===== config.mk =====
export PLATFORM = sky130hd
export DESIGN_NAME = dmacre_ctrl
export DESIGN_NICKNAME = d
export VERILOG_FILES = /design/src/verilog/dmacre_pkg.sv /design/src/verilog/dmacre_chan_cell.sv /design/src/verilog/dmacre_ctrl.sv /design/src/verilog/dmacre_wb_slave.sv
export SDC_FILE = /design/constraint.sdc
export NUM_CORES = 1
export LEC_CHECK = 0
export BUFFER_PORTS_ARGS = -buffer_cell sky130_fd_sc_hd__buf_4
export CORE_MARGIN = 2
export CORE_UTILIZATION = 49
export CTS_CLUSTER_SIZE = 16
export DETAILED_ROUTE_END_ITERATION = 12
export GPL_TIMING_DRIVEN = 1
export PLACE_DENSITY = 0.8
export SYNTH_ARGS = -nofsm -noshare
export SYNTH_HDL_FRONTEND = slang
export SYNTH_SLANG_ARGS = --single-unit

===== constraint.sdc =====
create_clock -name CLK -period 1.8 [get_ports CLK]
set_input_delay 0 -clock CLK [delete_from_list [all_inputs] [get_ports CLK]]
set_output_delay 0 -clock CLK [all_outputs]
set_load 0.01 [all_outputs]

===== src/verilog/dmacre_pkg.sv =====
// Package with register map, field layout and engine event types of the channel control block.
package dmacre_pkg;

  // ----------------------------------------------------------------------------
  // Geometry
  // ----------------------------------------------------------------------------
  localparam int unsigned CHAN_COUNT = 10;
  localparam int unsigned CHAN_W = 4;
  localparam int unsigned DATA_W = 32;
  localparam int unsigned ADDR_W = 32;
  localparam int unsigned SEL_W = 4;
  localparam int unsigned CYCLE_CTRL_W = 3;

  // ----------------------------------------------------------------------------
  // Register byte addresses
  // ----------------------------------------------------------------------------
  localparam logic [ADDR_W-1:0] ADDR_SW_REQ_TRIGGER = 32'h4003_6014;
  localparam logic [ADDR_W-1:0] ADDR_PREQ_MASK_SET = 32'h4003_6020;
  localparam logic [ADDR_W-1:0] ADDR_PREQ_MASK_CLEAR = 32'h4003_6024;
  localparam logic [ADDR_W-1:0] ADDR_CHAN_ENABLE_SET = 32'h4003_6028;
  localparam logic [ADDR_W-1:0] ADDR_CHAN_ENABLE_CLEAR = 32'h4003_602C;
  localparam logic [ADDR_W-1:0] ADDR_AUTO_DIS_FLAGS = 32'h4003_6040;
  localparam logic [ADDR_W-1:0] ADDR_AUTO_DIS_CAUSE = 32'h4003_6044;

  // ----------------------------------------------------------------------------
  // Reset values and field positions
  // ----------------------------------------------------------------------------
  localparam logic [CHAN_COUNT-1:0] RST_PREQ_MASK = 10'h000;
  localparam logic [CHAN_COUNT-1:0] RST_CHAN_ENABLE = 10'h000;
  localparam logic [CHAN_COUNT-1:0] RST_AUTO_DIS_FLAGS = 10'h000;
  localparam logic [DATA_W-1:0] RST_READ_DATA = 32'h0000_0000;
  localparam int unsigned CAUSE_LSB = 0;
  localparam int unsigned CAUSE_CHAN_LSB = 4;
  localparam int unsigned LANE1_FIRST_BIT = 8;
  localparam logic [CYCLE_CTRL_W-1:0] CYCLE_CTRL_STOP = 3'h0;

  // ----------------------------------------------------------------------------
  // Types
  // ----------------------------------------------------------------------------
  typedef enum logic [1:0] {
    DMACRE_CAUSE_NONE,
    DMACRE_CAUSE_DONE,
    DMACRE_CAUSE_STOP,
    DMACRE_CAUSE_BUSERR
  } dmacre_cause_t;

  typedef struct packed {
    logic cycle_done;
    logic desc_valid;
    logic [CYCLE_CTRL_W-1:0] desc_ctrl;
    logic bus_err;
    logic [CHAN_W-1:0] chan;
  } dmacre_engine_evt_t;

  typedef struct packed {
    logic [CHAN_COUNT-1:0] single_req;
    logic [CHAN_COUNT-1:0] burst_req;
  } dmacre_req_t;

endpackage : dmacre_pkg


===== src/verilog/dmacre_chan_cell.sv =====
// One channel's enable, peripheral request mask, auto-disable flag and request outputs.
`timescale 1ns/1ps
`default_nettype none

module dmacre_chan_cell (
  input wire logic CLK, // System clock.
  input wire logic RST_N, // Asynchronous reset, active low.
  input wire logic enable_set, // Software writes one to the enable set bit.
  input wire logic enable_clear, // Software writes one to the enable clear bit.
  input wire logic auto_disable, // Engine event that ends this channel.
  input wire logic mask_set, // Software writes one to the mask set bit.
  input wire logic mask_clear, // Software writes one to the mask clear bit.
  input wire logic flag_clear, // Software clears the auto-disable flag.
  input wire logic sw_trigger, // One-cycle software request.
  input wire logic periph_single, // Peripheral single request.
  input wire logic periph_burst, // Peripheral burst request.
  output logic enable_reg, // Channel enabled.
  output logic mask_reg, // Peripheral requests blocked.
  output logic flag_reg, // Channel was disabled by the engine.
  output logic single_reg, // Accepted single request.
  output logic burst_reg // Accepted burst request.
);
  import dmacre_pkg::*;

  // ----------------------------------------------------------------------------
  // Enable state
  // ----------------------------------------------------------------------------
  // A software set in the same cycle as any disable wins, so the write is not lost.
  always_ff @(posedge CLK or negedge RST_N) begin
    if (!RST_N) begin
      enable_reg <= 1'b0;
    end else if (enable_set) begin
      enable_reg <= 1'b1;
    end else if (enable_clear || auto_disable) begin
      enable_reg <= 1'b0;
    end
  end

  // ----------------------------------------------------------------------------
  // Peripheral request mask
  // ----------------------------------------------------------------------------
  always_ff @(posedge CLK or negedge RST_N) begin
    if (!RST_N) begin
      mask_reg <= 1'b0;
    end else if (mask_set) begin
      mask_reg <= 1'b1;
    end else if (mask_clear) begin
      mask_reg <= 1'b0;
    end
  end

  // ----------------------------------------------------------------------------
  // Auto-disable flag, the engine's set wins over a software clear
  // ----------------------------------------------------------------------------
  always_ff @(posedge CLK or negedge RST_N) begin
    if (!RST_N) begin
      flag_reg <= 1'b0;
    end else if (auto_disable) begin
      flag_reg <= 1'b1;
    end else if (flag_clear) begin
      flag_reg <= 1'b0;
    end
  end

  // ----------------------------------------------------------------------------
  // Requests towards the arbiter
  // ----------------------------------------------------------------------------
  // Software requests are burst requests and bypass the peripheral mask.
  always_ff @(posedge CLK or negedge RST_N) begin
    if (!RST_N) begin
      single_reg <= 1'b0;
      burst_reg <= 1'b0;
    end else begin
      single_reg <= periph_single & ~mask_reg;
      burst_reg <= (periph_burst & ~mask_reg) | sw_trigger;
    end
  end

endmodule : dmacre_chan_cell

`default_nettype wire


===== src/verilog/dmacre_ctrl.sv =====
// Top of the DMA channel request and enable control block with its Wishbone register file.
//
// Operation
// - A written one in the software trigger raises that channel's data request.
// - Mask set register reads one for blocked channels, zero for accepted ones.
// - Writing one to mask set blocks that channel's peripheral requests; zero does nothing.
// - Writing one to mask clear unblocks the channel's peripheral requests; zero does nothing.
// - Enable set register reads one for enabled channels, zero for disabled ones.
// - Writing one to enable set enables the channel; zero never disables.
// - A channel is disabled by hardware when its DMA cycle completes.
// - A fetched descriptor with cycle control zero disables that channel.
// - An error response on the memory bus disables the active channel.
// - Writing one to enable clear disables the channel; zero changes nothing.
`timescale 1ns/1ps
`default_nettype none

module dmacre_ctrl (
  input wire logic CLK, // System clock, 200 MHz.
  input wire logic RST_N, // Asynchronous reset, active low.
  input wire logic CYC_I, // Wishbone cycle.
  input wire logic STB_I, // Wishbone strobe.
  input wire logic WE_I, // Wishbone write enable.
  input wire logic [dmacre_pkg::ADDR_W-1:0] ADR_I, // Wishbone byte address.
  input wire logic [dmacre_pkg::SEL_W-1:0] SEL_I, // Wishbone byte lane selects.
  input wire logic [dmacre_pkg::DATA_W-1:0] DAT_I, // Wishbone write data.
  output logic [dmacre_pkg::DATA_W-1:0] DAT_O, // Wishbone read data.
  output logic ACK_O, // Wishbone acknowledge.
  input wire logic [dmacre_pkg::CHAN_COUNT-1:0] PERIPH_SINGLE_REQ, // Peripheral single requests.
  input wire logic [dmacre_pkg::CHAN_COUNT-1:0] PERIPH_BURST_REQ, // Peripheral burst requests.
  input wire dmacre_pkg::dmacre_engine_evt_t ENGINE_EVT, // Engine events for one channel.
  output dmacre_pkg::dmacre_req_t CHAN_REQ, // Accepted requests to the arbiter.
  output logic [dmacre_pkg::CHAN_COUNT-1:0] CHAN_ENABLE, // Channel enable state.
  output logic [dmacre_pkg::CHAN_COUNT-1:0] CHAN_REQ_MASK, // Peripheral request mask state.
  output logic [dmacre_pkg::CHAN_COUNT-1:0] SW_REQ_PULSE // Software request pulses.
);
  import dmacre_pkg::*;

  // ----------------------------------------------------------------------------
  // Bus handshake
  // ----------------------------------------------------------------------------
  logic rd_capture;
  logic wr_commit;

  dmacre_wb_slave u_wb_slave (
    .CLK(CLK),
    .RST_N(RST_N),
    .cyc_i(CYC_I),
    .stb_i(STB_I),
    .we_i(WE_I),
    .ack_o(ACK_O),
    .rd_capture(rd_capture),
    .wr_commit(wr_commit)
  );

  // ----------------------------------------------------------------------------
  // Address decode
  // ----------------------------------------------------------------------------
  logic hit_sw_trigger;
  logic hit_mask_set;
  logic hit_mask_clear;
  logic hit_enable_set;
  logic hit_enable_clear;
  logic hit_flags;
  logic hit_cause;

  assign hit_sw_trigger = (ADR_I == ADDR_SW_REQ_TRIGGER);
  assign hit_mask_set = (ADR_I == ADDR_PREQ_MASK_SET);
  assign hit_mask_clear = (ADR_I == ADDR_PREQ_MASK_CLEAR);
  assign hit_enable_set = (ADR_I == ADDR_CHAN_ENABLE_SET);
  assign hit_enable_clear = (ADR_I == ADDR_CHAN_ENABLE_CLEAR);
  assign hit_flags = (ADR_I == ADDR_AUTO_DIS_FLAGS);
  assign hit_cause = (ADR_I == ADDR_AUTO_DIS_CAUSE);

  // ----------------------------------------------------------------------------
  // Write data with byte lanes applied
  // ----------------------------------------------------------------------------
  // Channel bits 7:0 sit in lane 0 and bits 9:8 in lane 1; upper bits are
  // dropped, so nonzero writes there have no effect.
  logic [CHAN_COUNT-1:0] lane_mask;
  logic [CHAN_COUNT-1:0] wr_ones;

  always_comb begin
    for (int b = 0; b < CHAN_COUNT; b++) begin
      lane_mask[b] = (b < LANE1_FIRST_BIT) ? SEL_I[0] : SEL_I[1];
    end
  end

  assign wr_ones = DAT_I[CHAN_COUNT-1:0] & lane_mask;

  logic [CHAN_COUNT-1:0] wr_sw_trigger;
  logic [CHAN_COUNT-1:0] wr_mask_set;
  logic [CHAN_COUNT-1:0] wr_mask_clear;
  logic [CHAN_COUNT-1:0] wr_enable_set;
  logic [CHAN_COUNT-1:0] wr_enable_clear;
  logic [CHAN_COUNT-1:0] wr_flags_clear;

  assign wr_sw_trigger = {CHAN_COUNT{wr_commit & hit_sw_trigger}} & wr_ones;
  assign wr_mask_set = {CHAN_COUNT{wr_commit & hit_mask_set}} & wr_ones;
  assign wr_mask_clear = {CHAN_COUNT{wr_commit & hit_mask_clear}} & wr_ones;
  assign wr_enable_set = {CHAN_COUNT{wr_commit & hit_enable_set}} & wr_ones;
  assign wr_enable_clear = {CHAN_COUNT{wr_commit & hit_enable_clear}} & wr_ones;
  assign wr_flags_clear = {CHAN_COUNT{wr_commit & hit_flags}} & wr_ones;

  // ----------------------------------------------------------------------------
  // Engine events
  // ----------------------------------------------------------------------------
  // Each event names one channel; a channel number above nine is ignored.
  logic ev_done;
  logic ev_stop;
  logic ev_err;
  logic ev_any;
  logic [CHAN_COUNT-1:0] chan_onehot;
  logic [CHAN_COUNT-1:0] auto_disable;

  assign ev_done = ENGINE_EVT.cycle_done;
  assign ev_stop = ENGINE_EVT.desc_valid & (ENGINE_EVT.desc_ctrl == CYCLE_CTRL_STOP);
  assign ev_err = ENGINE_EVT.bus_err;
  assign ev_any = ev_done | ev_stop | ev_err;

  always_comb begin
    chan_onehot = '0;
    for (int c = 0; c < CHAN_COUNT; c++) begin
      chan_onehot[c] = (ENGINE_EVT.chan == CHAN_W'(c));
    end
  end

  assign auto_disable = {CHAN_COUNT{ev_any}} & chan_onehot;

  // ----------------------------------------------------------------------------
  // Channel cells
  // ----------------------------------------------------------------------------
  logic [CHAN_COUNT-1:0] enable_bits;
  logic [CHAN_COUNT-1:0] mask_bits;
  logic [CHAN_COUNT-1:0] flag_bits;
  logic [CHAN_COUNT-1:0] single_bits;
  logic [CHAN_COUNT-1:0] burst_bits;

  for (genvar g = 0; g < CHAN_COUNT; g++) begin : g_chan
    dmacre_chan_cell u_cell (
      .CLK(CLK),
      .RST_N(RST_N),
      .enable_set(wr_enable_set[g]),
      .enable_clear(wr_enable_clear[g]),
      .auto_disable(auto_disable[g]),
      .mask_set(wr_mask_set[g]),
      .mask_clear(wr_mask_clear[g]),
      .flag_clear(wr_flags_clear[g]),
      .sw_trigger(wr_sw_trigger[g]),
      .periph_single(PERIPH_SINGLE_REQ[g]),
      .periph_burst(PERIPH_BURST_REQ[g]),
      .enable_reg(enable_bits[g]),
      .mask_reg(mask_bits[g]),
      .flag_reg(flag_bits[g]),
      .single_reg(single_bits[g]),
      .burst_reg(burst_bits[g])
    );
  end

  // ----------------------------------------------------------------------------
  // Last auto-disable cause
  // ----------------------------------------------------------------------------
  // A bus error outranks a stop descriptor, which outranks a finished cycle.
  dmacre_cause_t cause_reg;
  dmacre_cause_t cause_next;
  logic [CHAN_W-1:0] cause_chan_reg;

  always_comb begin
    cause_next = cause_reg;
    if (ev_err) begin
      cause_next = DMACRE_CAUSE_BUSERR;
    end else if (ev_stop) begin
      cause_next = DMACRE_CAUSE_STOP;
    end else if (ev_done) begin
      cause_next = DMACRE_CAUSE_DONE;
    end
  end

  always_ff @(posedge CLK or negedge RST_N) begin
    if (!RST_N) begin
      cause_reg <= DMACRE_CAUSE_NONE;
      cause_chan_reg <= '0;
    end else if (|auto_disable) begin
      cause_reg <= cause_next;
      cause_chan_reg <= ENGINE_EVT.chan;
    end
  end

  // ----------------------------------------------------------------------------
  // Read-back
  // ----------------------------------------------------------------------------
  // Write-only registers and unmapped addresses read as zero.
  logic [DATA_W-1:0] rd_mux;

  always_comb begin
    rd_mux = RST_READ_DATA;
    if (hit_mask_set) begin
      rd_mux[CHAN_COUNT-1:0] = mask_bits;
    end else if (hit_enable_set) begin
      rd_mux[CHAN_COUNT-1:0] = enable_bits;
    end else if (hit_flags) begin
      rd_mux[CHAN_COUNT-1:0] = flag_bits;
    end else if (hit_cause) begin
      rd_mux[CAUSE_LSB +: 2] = cause_reg;
      rd_mux[CAUSE_CHAN_LSB +: CHAN_W] = cause_chan_reg;
    end
  end

  always_ff @(posedge CLK or negedge RST_N) begin
    if (!RST_N) begin
      DAT_O <= RST_READ_DATA;
    end else if (rd_capture) begin
      DAT_O <= rd_mux;
    end
  end

  // ----------------------------------------------------------------------------
  // Software request pulse
  // ----------------------------------------------------------------------------
  // Each pulse lasts exactly one cycle after the write edge and is not kept.
  always_ff @(posedge CLK or negedge RST_N) begin
    if (!RST_N) begin
      SW_REQ_PULSE <= '0;
    end else begin
      SW_REQ_PULSE <= wr_sw_trigger;
    end
  end

  // ----------------------------------------------------------------------------
  // State outputs
  // ----------------------------------------------------------------------------
  // These flops mirror the cells one cycle later so that every output leaves
  // the top from a register of its own.
  always_ff @(posedge CLK or negedge RST_N) begin
    if (!RST_N) begin
      CHAN_ENABLE <= RST_CHAN_ENABLE;
      CHAN_REQ_MASK <= RST_PREQ_MASK;
    end else begin
      CHAN_ENABLE <= enable_bits;
      CHAN_REQ_MASK <= mask_bits;
    end
  end

  always_ff @(posedge CLK or negedge RST_N) begin
    if (!RST_N) begin
      CHAN_REQ <= '0;
    end else begin
      CHAN_REQ.single_req <= single_bits;
      CHAN_REQ.burst_req <= burst_bits;
    end
  end

endmodule : dmacre_ctrl

`default_nettype wire


===== src/verilog/dmacre_wb_slave.sv =====
// Classic Wishbone slave handshake: one-cycle registered acknowledge and commit strobes.
`timescale 1ns/1ps
`default_nettype none

module dmacre_wb_slave (
  input wire logic CLK, // System clock.
  input wire logic RST_N, // Asynchronous reset, active low.
  input wire logic cyc_i, // Bus cycle.
  input wire logic stb_i, // Strobe.
  input wire logic we_i, // Write enable.
  output logic ack_o, // Registered acknowledge.
  output logic rd_capture, // Read data must be captured this edge.
  output logic wr_commit // Write takes effect this edge.
);

  logic ack_reg;
  logic ack_next;

  // ----------------------------------------------------------------------------
  // Acknowledge
  // ----------------------------------------------------------------------------
  // The acknowledge rises one edge after the request and falls one edge later.
  always_comb begin
    ack_next = cyc_i & stb_i & ~ack_reg;
  end

  always_ff @(posedge CLK or negedge RST_N) begin
    if (!RST_N) begin
      ack_reg <= 1'b0;
    end else begin
      ack_reg <= ack_next;
    end
  end

  // Read data is loaded on the edge that raises the acknowledge, so it is
  // stable while the master samples it; a write lands on the sampling edge.
  assign rd_capture = ack_next & ~we_i;
  assign wr_commit = cyc_i & stb_i & we_i & ack_reg;
  assign ack_o = ack_reg;

endmodule : dmacre_wb_slave

`default_nettype wire

; Word-level counts from Yosys, hierarchy flattened
; Index checks and enable logic that the tools add are counted.
[op_classes]
eq_ne = 16
bitwise = 64
muxes = 71
reduce_logical = 45
[ops]
columns = op, n
row1 = $eq A32 B31 Y1 const B, 7
row2 = $and A10 B10 Y10, 8
row3 = $mux W1, 60
row4 = $reduce_bool A2 Y1, 30
row5 = $and A1 B1 Y1, 32
row6 = $mux W10, 2
row7 = $eq A4 B3 Y1 const B, 4
row8 = $mux W2, 7
row9 = $not A1 Y1, 12
row10 = $or A1 B1 Y1, 12
row11 = $logic_or A1 B1 Y1, 10
row12 = $reduce_or A10 Y1, 1
row13 = $eq A4 B2 Y1 const B, 2
row14 = $eq A4 B4 Y1 const B, 2
row15 = $mux W4, 2
row16 = $eq A4 B1 Y1 const B, 1
row17 = $logic_not A4 Y1, 1
row18 = $logic_not A3 Y1, 1
row19 = $reduce_bool A3 Y1, 1
row20 = $reduce_and A2 Y1, 1
[totals]
reg_bits = 117
out_inout_bits = 83
in_bits = 103
wordCells = 255

; Logic depth before layout (Yosys ltp)
[logic_depth]
ltp_word = 8
depth_mapped = 6
ltp_nobuf = 4

; By module
; From an unflattened synthesis, not the netlist that was laid out.
[unflattened]
cells_unflattened = 436
hier_area_um2 = 4825.9
[modules_own_cells]
columns = module, instances, seq_area_each_um2, cells_each, area_each_um2
row1 = dmacre_ctrl, 1, 1651.6, 302, 3030.4
row2 = dmacre_chan_cell, 10, 125.1, 13, 173.9
row3 = dmacre_wb_slave, 1, 25.0, 4, 56.3

; Least setup slack after synthesis
; No wires, ideal clock.
[synth_path]
kind = flip-flop to flip-flop
startpoint = register u_wb_slave.ack_reg, in the netlist u_wb_slave.ack_o
endpoint = register g_chan[5].u_cell.mask_reg
arrival_ns = 1.533
n_path_buf = 2
setup_time_ns = 0.134
stages_incl_launch_ff = 7
synth_period_minus_slack_ns = 1.667
slack_ns = 0.133
path_cell_list = dfrtp_1 > and4_1 > clkbuf_1 > clkbuf_1 > nand3_1 > o31ai_1 > o21ai_0
[synth_via]
elab_chain_cells = 4
[synth_rtl]
columns = element, line_no
row1 = start: declaration, dmacre_wb_slave.sv:16  ; logic ack_reg;
row2 = start signal: assignment, dmacre_wb_slave.sv:31  ; ack_reg <= ack_next;
row3 = $and A1 B1 Y1 (*), dmacre_wb_slave.sv:38  ; assign wr_commit = cyc_i & stb_i & we_i & ack_reg;
row4 = $and A1 B1 Y1 (on tied branches), "dmacre_ctrl.sv:98, dmacre_ctrl.sv:99"
row5 = $and A10 B10 Y10 (on tied branches), "dmacre_ctrl.sv:98, dmacre_ctrl.sv:99"
row6 = $mux W1 / $reduce_bool A2 Y1 (equally long branches), n/a
row7 = end signal: assignment, dmacre_chan_cell.sv:44  ; mask_reg <= 1'b0;
row8 = end signal: assignment, dmacre_chan_cell.sv:46  ; mask_reg <= 1'b1;
row9 = end signal: assignment, dmacre_chan_cell.sv:48  ; mask_reg <= 1'b0;
row10 = end: declaration, dmacre_chan_cell.sv:18  ; output logic mask_reg,
; Mark *: on every way between the ends. The rest lies on a longest branch, timed or not.
; A chain may end at the register's enable or synchronous reset.

; Final worst setup path
[layout_path]
startpoint = register u_wb_slave.ack_reg, in the netlist u_wb_slave.ack_o
endpoint = register DAT_O[7] in the netlist's numbering
[layout_via]
elab_chain_cells = 3
[layout_rtl]
columns = element, line_no
row1 = $not A1 Y1, dmacre_wb_slave.sv:24  ; ack_next = cyc_i & stb_i & ~ack_reg;
row2 = $and A1 B1 Y1, dmacre_wb_slave.sv:24
row3 = $and A1 B1 Y1, dmacre_wb_slave.sv:37  ; assign rd_capture = ack_next & ~we_i;
row4 = end signal: assignment, dmacre_ctrl.sv:212  ; DAT_O <= rd_mux;
row5 = end: declaration, dmacre_ctrl.sv:26  ; output logic [dmacre_pkg::DATA_W-1:0] DAT_O,
; Every way passes these cells.

==> run metrics <==
via count=4,476; FF+latch count, synth=117; die extent in y=103 µm; wire per inst=21.1 µm; Req. time, crit path=2.19 ns; Syn-to-layout area delta=50.5%; Tot GR Track Use=0.315; synth unique cells=47; max_slew headroom=0.414; Design Area, Final=7190 µm²; layout cell share with drive strength beyond 1=0.330; Clock Tree Buf Depth=2; Tcrit/Tclk final=0.959; initial antenna violation count=0; Pleak=3.42 nW; Mean Syn Cell Area=11.5 µm²; first-pass GRT wire length=24.5 mm; CP endpoint kind=register; worst-margin pin slew=0.876 ns; DP Area=6050 µm²; final setup TNS=0 ns; non-filler cells, final=772; vias in the first global route=4,470; unrepaired setup endpoints after global routing=false; pwr/cell area=982 nW/µm²; io pins=186; ANT nets after route=0; max reg flops=20; Async S/R FF share, synth=1.00; clk_lat worst skew=0.53 ns; # diodes=0; xor/xnor cell area share of the yosys netlist=0; GPL Wtd Cong=0.908; core area=9640 µm²; Peak Freq=579 MHz; setup ws final=0.0729 ns; Final setup viols=0; IO Port Bufs=139; CTS Sinks=117; # DRC=0; Worst Path Arrival=2.12 ns; commonest register cell after synthesis=dfrtp_1; simple-gate share of the synthesized area=0.169; # H-tree levels=4; VDD IR-drop max=0.000467 V; Root Buffer Master=clkbuf_8; CTS tree=yes; DP HPWL=9.53 mm; clk_skew=0.0116 ns; Die X-Extent=103 µm; largest net degree at the start of global routing=54; Mapped Cells=414; total grt overflow=0; Synth Area in Compound Gates=0.130; standard-cell row count=36; placed cells=692; Max Slew Vio Count=0; Final Critical Period=1.73 ns; worst setup path category=register to register; post-synthesis sequential area ratio=0.613; largest family of logic cells by synthesized area=simple AND/OR/NAND/NOR gates; Initial DRC Count=402; pre-CTS setup slack=0.0506 ns; final wirelength=16.3 mm; Hold Fails Final Rpt=0; die area=10,600 µm²; clk slew on worst S/H paths=0.06 ns; mean number of vias per cell=5.80; Max Cap Viol=0; most flop-heavy register=CHAN_REQ; post-synthesis adder-cell area fraction=0; Nets=729; Ys Warns=0; number of synthesized flops with an enable pin=0; synthesized cell area=4780 µm²; Worst setup SP type=register; TritonCTS Buffers=17; worst r2r src=u_wb_slave.ack_o$_DFF_PN0_; fin util=0.746; Worst Path Max Fanout=10; status=completed; HP Class=primary input to asynchronous set/reset pin; Setup Fix Bufs, Post-CTS=0; worst setup path start=u_wb_slave.ack_o$_DFF_PN0_; initial core utilization=0.496; drt pass-1 iters=6; mux contribution to synthesized area=0.0257
-- logic make-up (layout without fill, tap and decap cells) --
group / after synthesis / in the layout
AND/OR/NAND/NOR: 140 / 140
flip-flops: 117 / 117
AO/OA/AOI/OAI: 90 / 90
buffers and inverters: 54 / 258
multiplexers: 12 / 12
other: 1 / 22
-- power breakdown --
group / internal (mW) / total, mW / switching, mW / leakage (nW)
registers: 2.72 / 2.77 / 0.0546 / 1.48
logic: 0.301 / 0.577 / 0.276 / 1.63
clock network: 2.41 / 3.71 / 1.31 / 0.310
total: 5.43 / 7.06 / 1.64 / 3.42
-- critical path: stages (launching register included) --
cell and delay, ns:
dfrtp_1 0.41, or3_1 0.53, buf_4 0.24, o41ai_1 0.42
-- synthesized netlist by cell type (all sizes together), types with 3 or more instances --
cell / n / area [µm²]
and4: 3 / 26.3
nor2: 24 / 90.1
nor4b: 9 / 100
or3: 3 / 18.8
and3: 8 / 50.1
clkbuf: 16 / 61.3
and2: 4 / 25.0
o21ai: 19 / 95.1
a21oi: 5 / 25.0
nand2: 28 / 105
a2111oi: 6 / 52.6
nor4: 4 / 31.3
o22ai: 10 / 62.6
dfrtp: 117 / 2930
o31ai: 10 / 75.1
a22o: 4 / 35.0
a22oi: 4 / 30.0
o211ai: 7 / 52.6
o41ai: 6 / 52.6
nand3: 18 / 90.1
buf: 26 / 188
a221oi: 6 / 52.6
nand3b: 6 / 45.0
nand4: 3 / 18.8
mux2i: 10 / 100
inv: 12 / 45.0
nor2b: 19 / 119
a31oi: 10 / 62.6
-- final cells by class --
class | instances | area, µm²
Clock inverter | 14 | 224
Multi-Input combinational cell | 264 | 1660
Fill cell | 590 | 2440
Tap cell | 133 | 166
Clock buffer | 18 | 418
Sequential cell | 117 | 2930
Timing Repair Buffer | 214 | 1750
Inverter | 12 | 45.0
-- cell usage in the layout, fill, tap and decap left out, types with 4 or more instances in the layout --
master | synthesis | final
a2111oi_0 | 6 | 4
a21oi_1 | 5 | 5
a221oi_1 | 6 | 6
a22o_1 | 4 | 4
a22oi_1 | 4 | 4
a31oi_1 | 10 | 10
and3_1 | 8 | 8
buf_4 | 23 | 164
bufinv_16 | 0 | 5
clkbuf_16 | 0 | 16
clkinv_4 | 0 | 4
conb_1 | 1 | 22
dfrtp_1 | 117 | 117
dlygate4sd3_1 | 0 | 48
inv_1 | 12 | 12
mux2i_1 | 10 | 10
nand2_1 | 28 | 28
nand3_1 | 18 | 18
nand3b_1 | 6 | 6
nor2_1 | 24 | 24
nor2b_1 | 19 | 19
nor4b_1 | 7 | 6
o211ai_1 | 7 | 7
o21ai_0 | 19 | 18
o22ai_1 | 10 | 10
o31ai_1 | 10 | 10
o41ai_1 | 6 | 6
-- through the flow --
step	hold WS (ns)	power, mW
6_report	0.0557	7.06
5_1_grt	0.0930	7.26
4_1_cts	0.0341	7.01
3_5_place_dp	-0.0955	3.27
3_3_place_gp	-0.0999	3.25
2_1_floorplan	-0.296	3.00
-- metal layers --
| metal | GRT usage | vias to the layer above | wire, µm | part of all wire |
|---|---|---|---|---|
| met2 | 0.521 | 354 | 8000 | 0.49 |
| met1 | 0.381 | 2160 | 5940 | 0.37 |
| met3 | 0.0963 | 73 | 1690 | 0.10 |
| met5 | 0 | - | 0 | 0 |
| li1 | - | 1889 | - | - |
| met4 | 0.145 | 0 | 621 | 0.038 |
-- what timing repair did --
action | in CTS | in global routing
setup endpoints to repair | 0 | 9
endpoints found under the hold margin | 187 | 0
hold buffers | 49 | 0
gates resized for setup | 0 | 8
-- final timing paths --
kind                                                              end  slack [ns]  cells after the start
worst max-delay path                             DAT_O[7]$_DFFE_PN0P_        0.07                      3
worst min-delay path             g_chan[4].u_cell.burst_reg$_DFF_PN0_        0.06                      3
worst max register to register                   DAT_O[7]$_DFFE_PN0P_        0.07                      3
worst min register to register                 CHAN_REQ[11]$_DFF_PN0_        0.35                      0
max in group asynchronous                        DAT_O[1]$_DFFE_PN0P_        0.49                      3
min in group CLK                g_chan[3].u_cell.mask_reg$_DFFE_PN0P_        0.06                      6
Power figures use the tool's default switching activity.
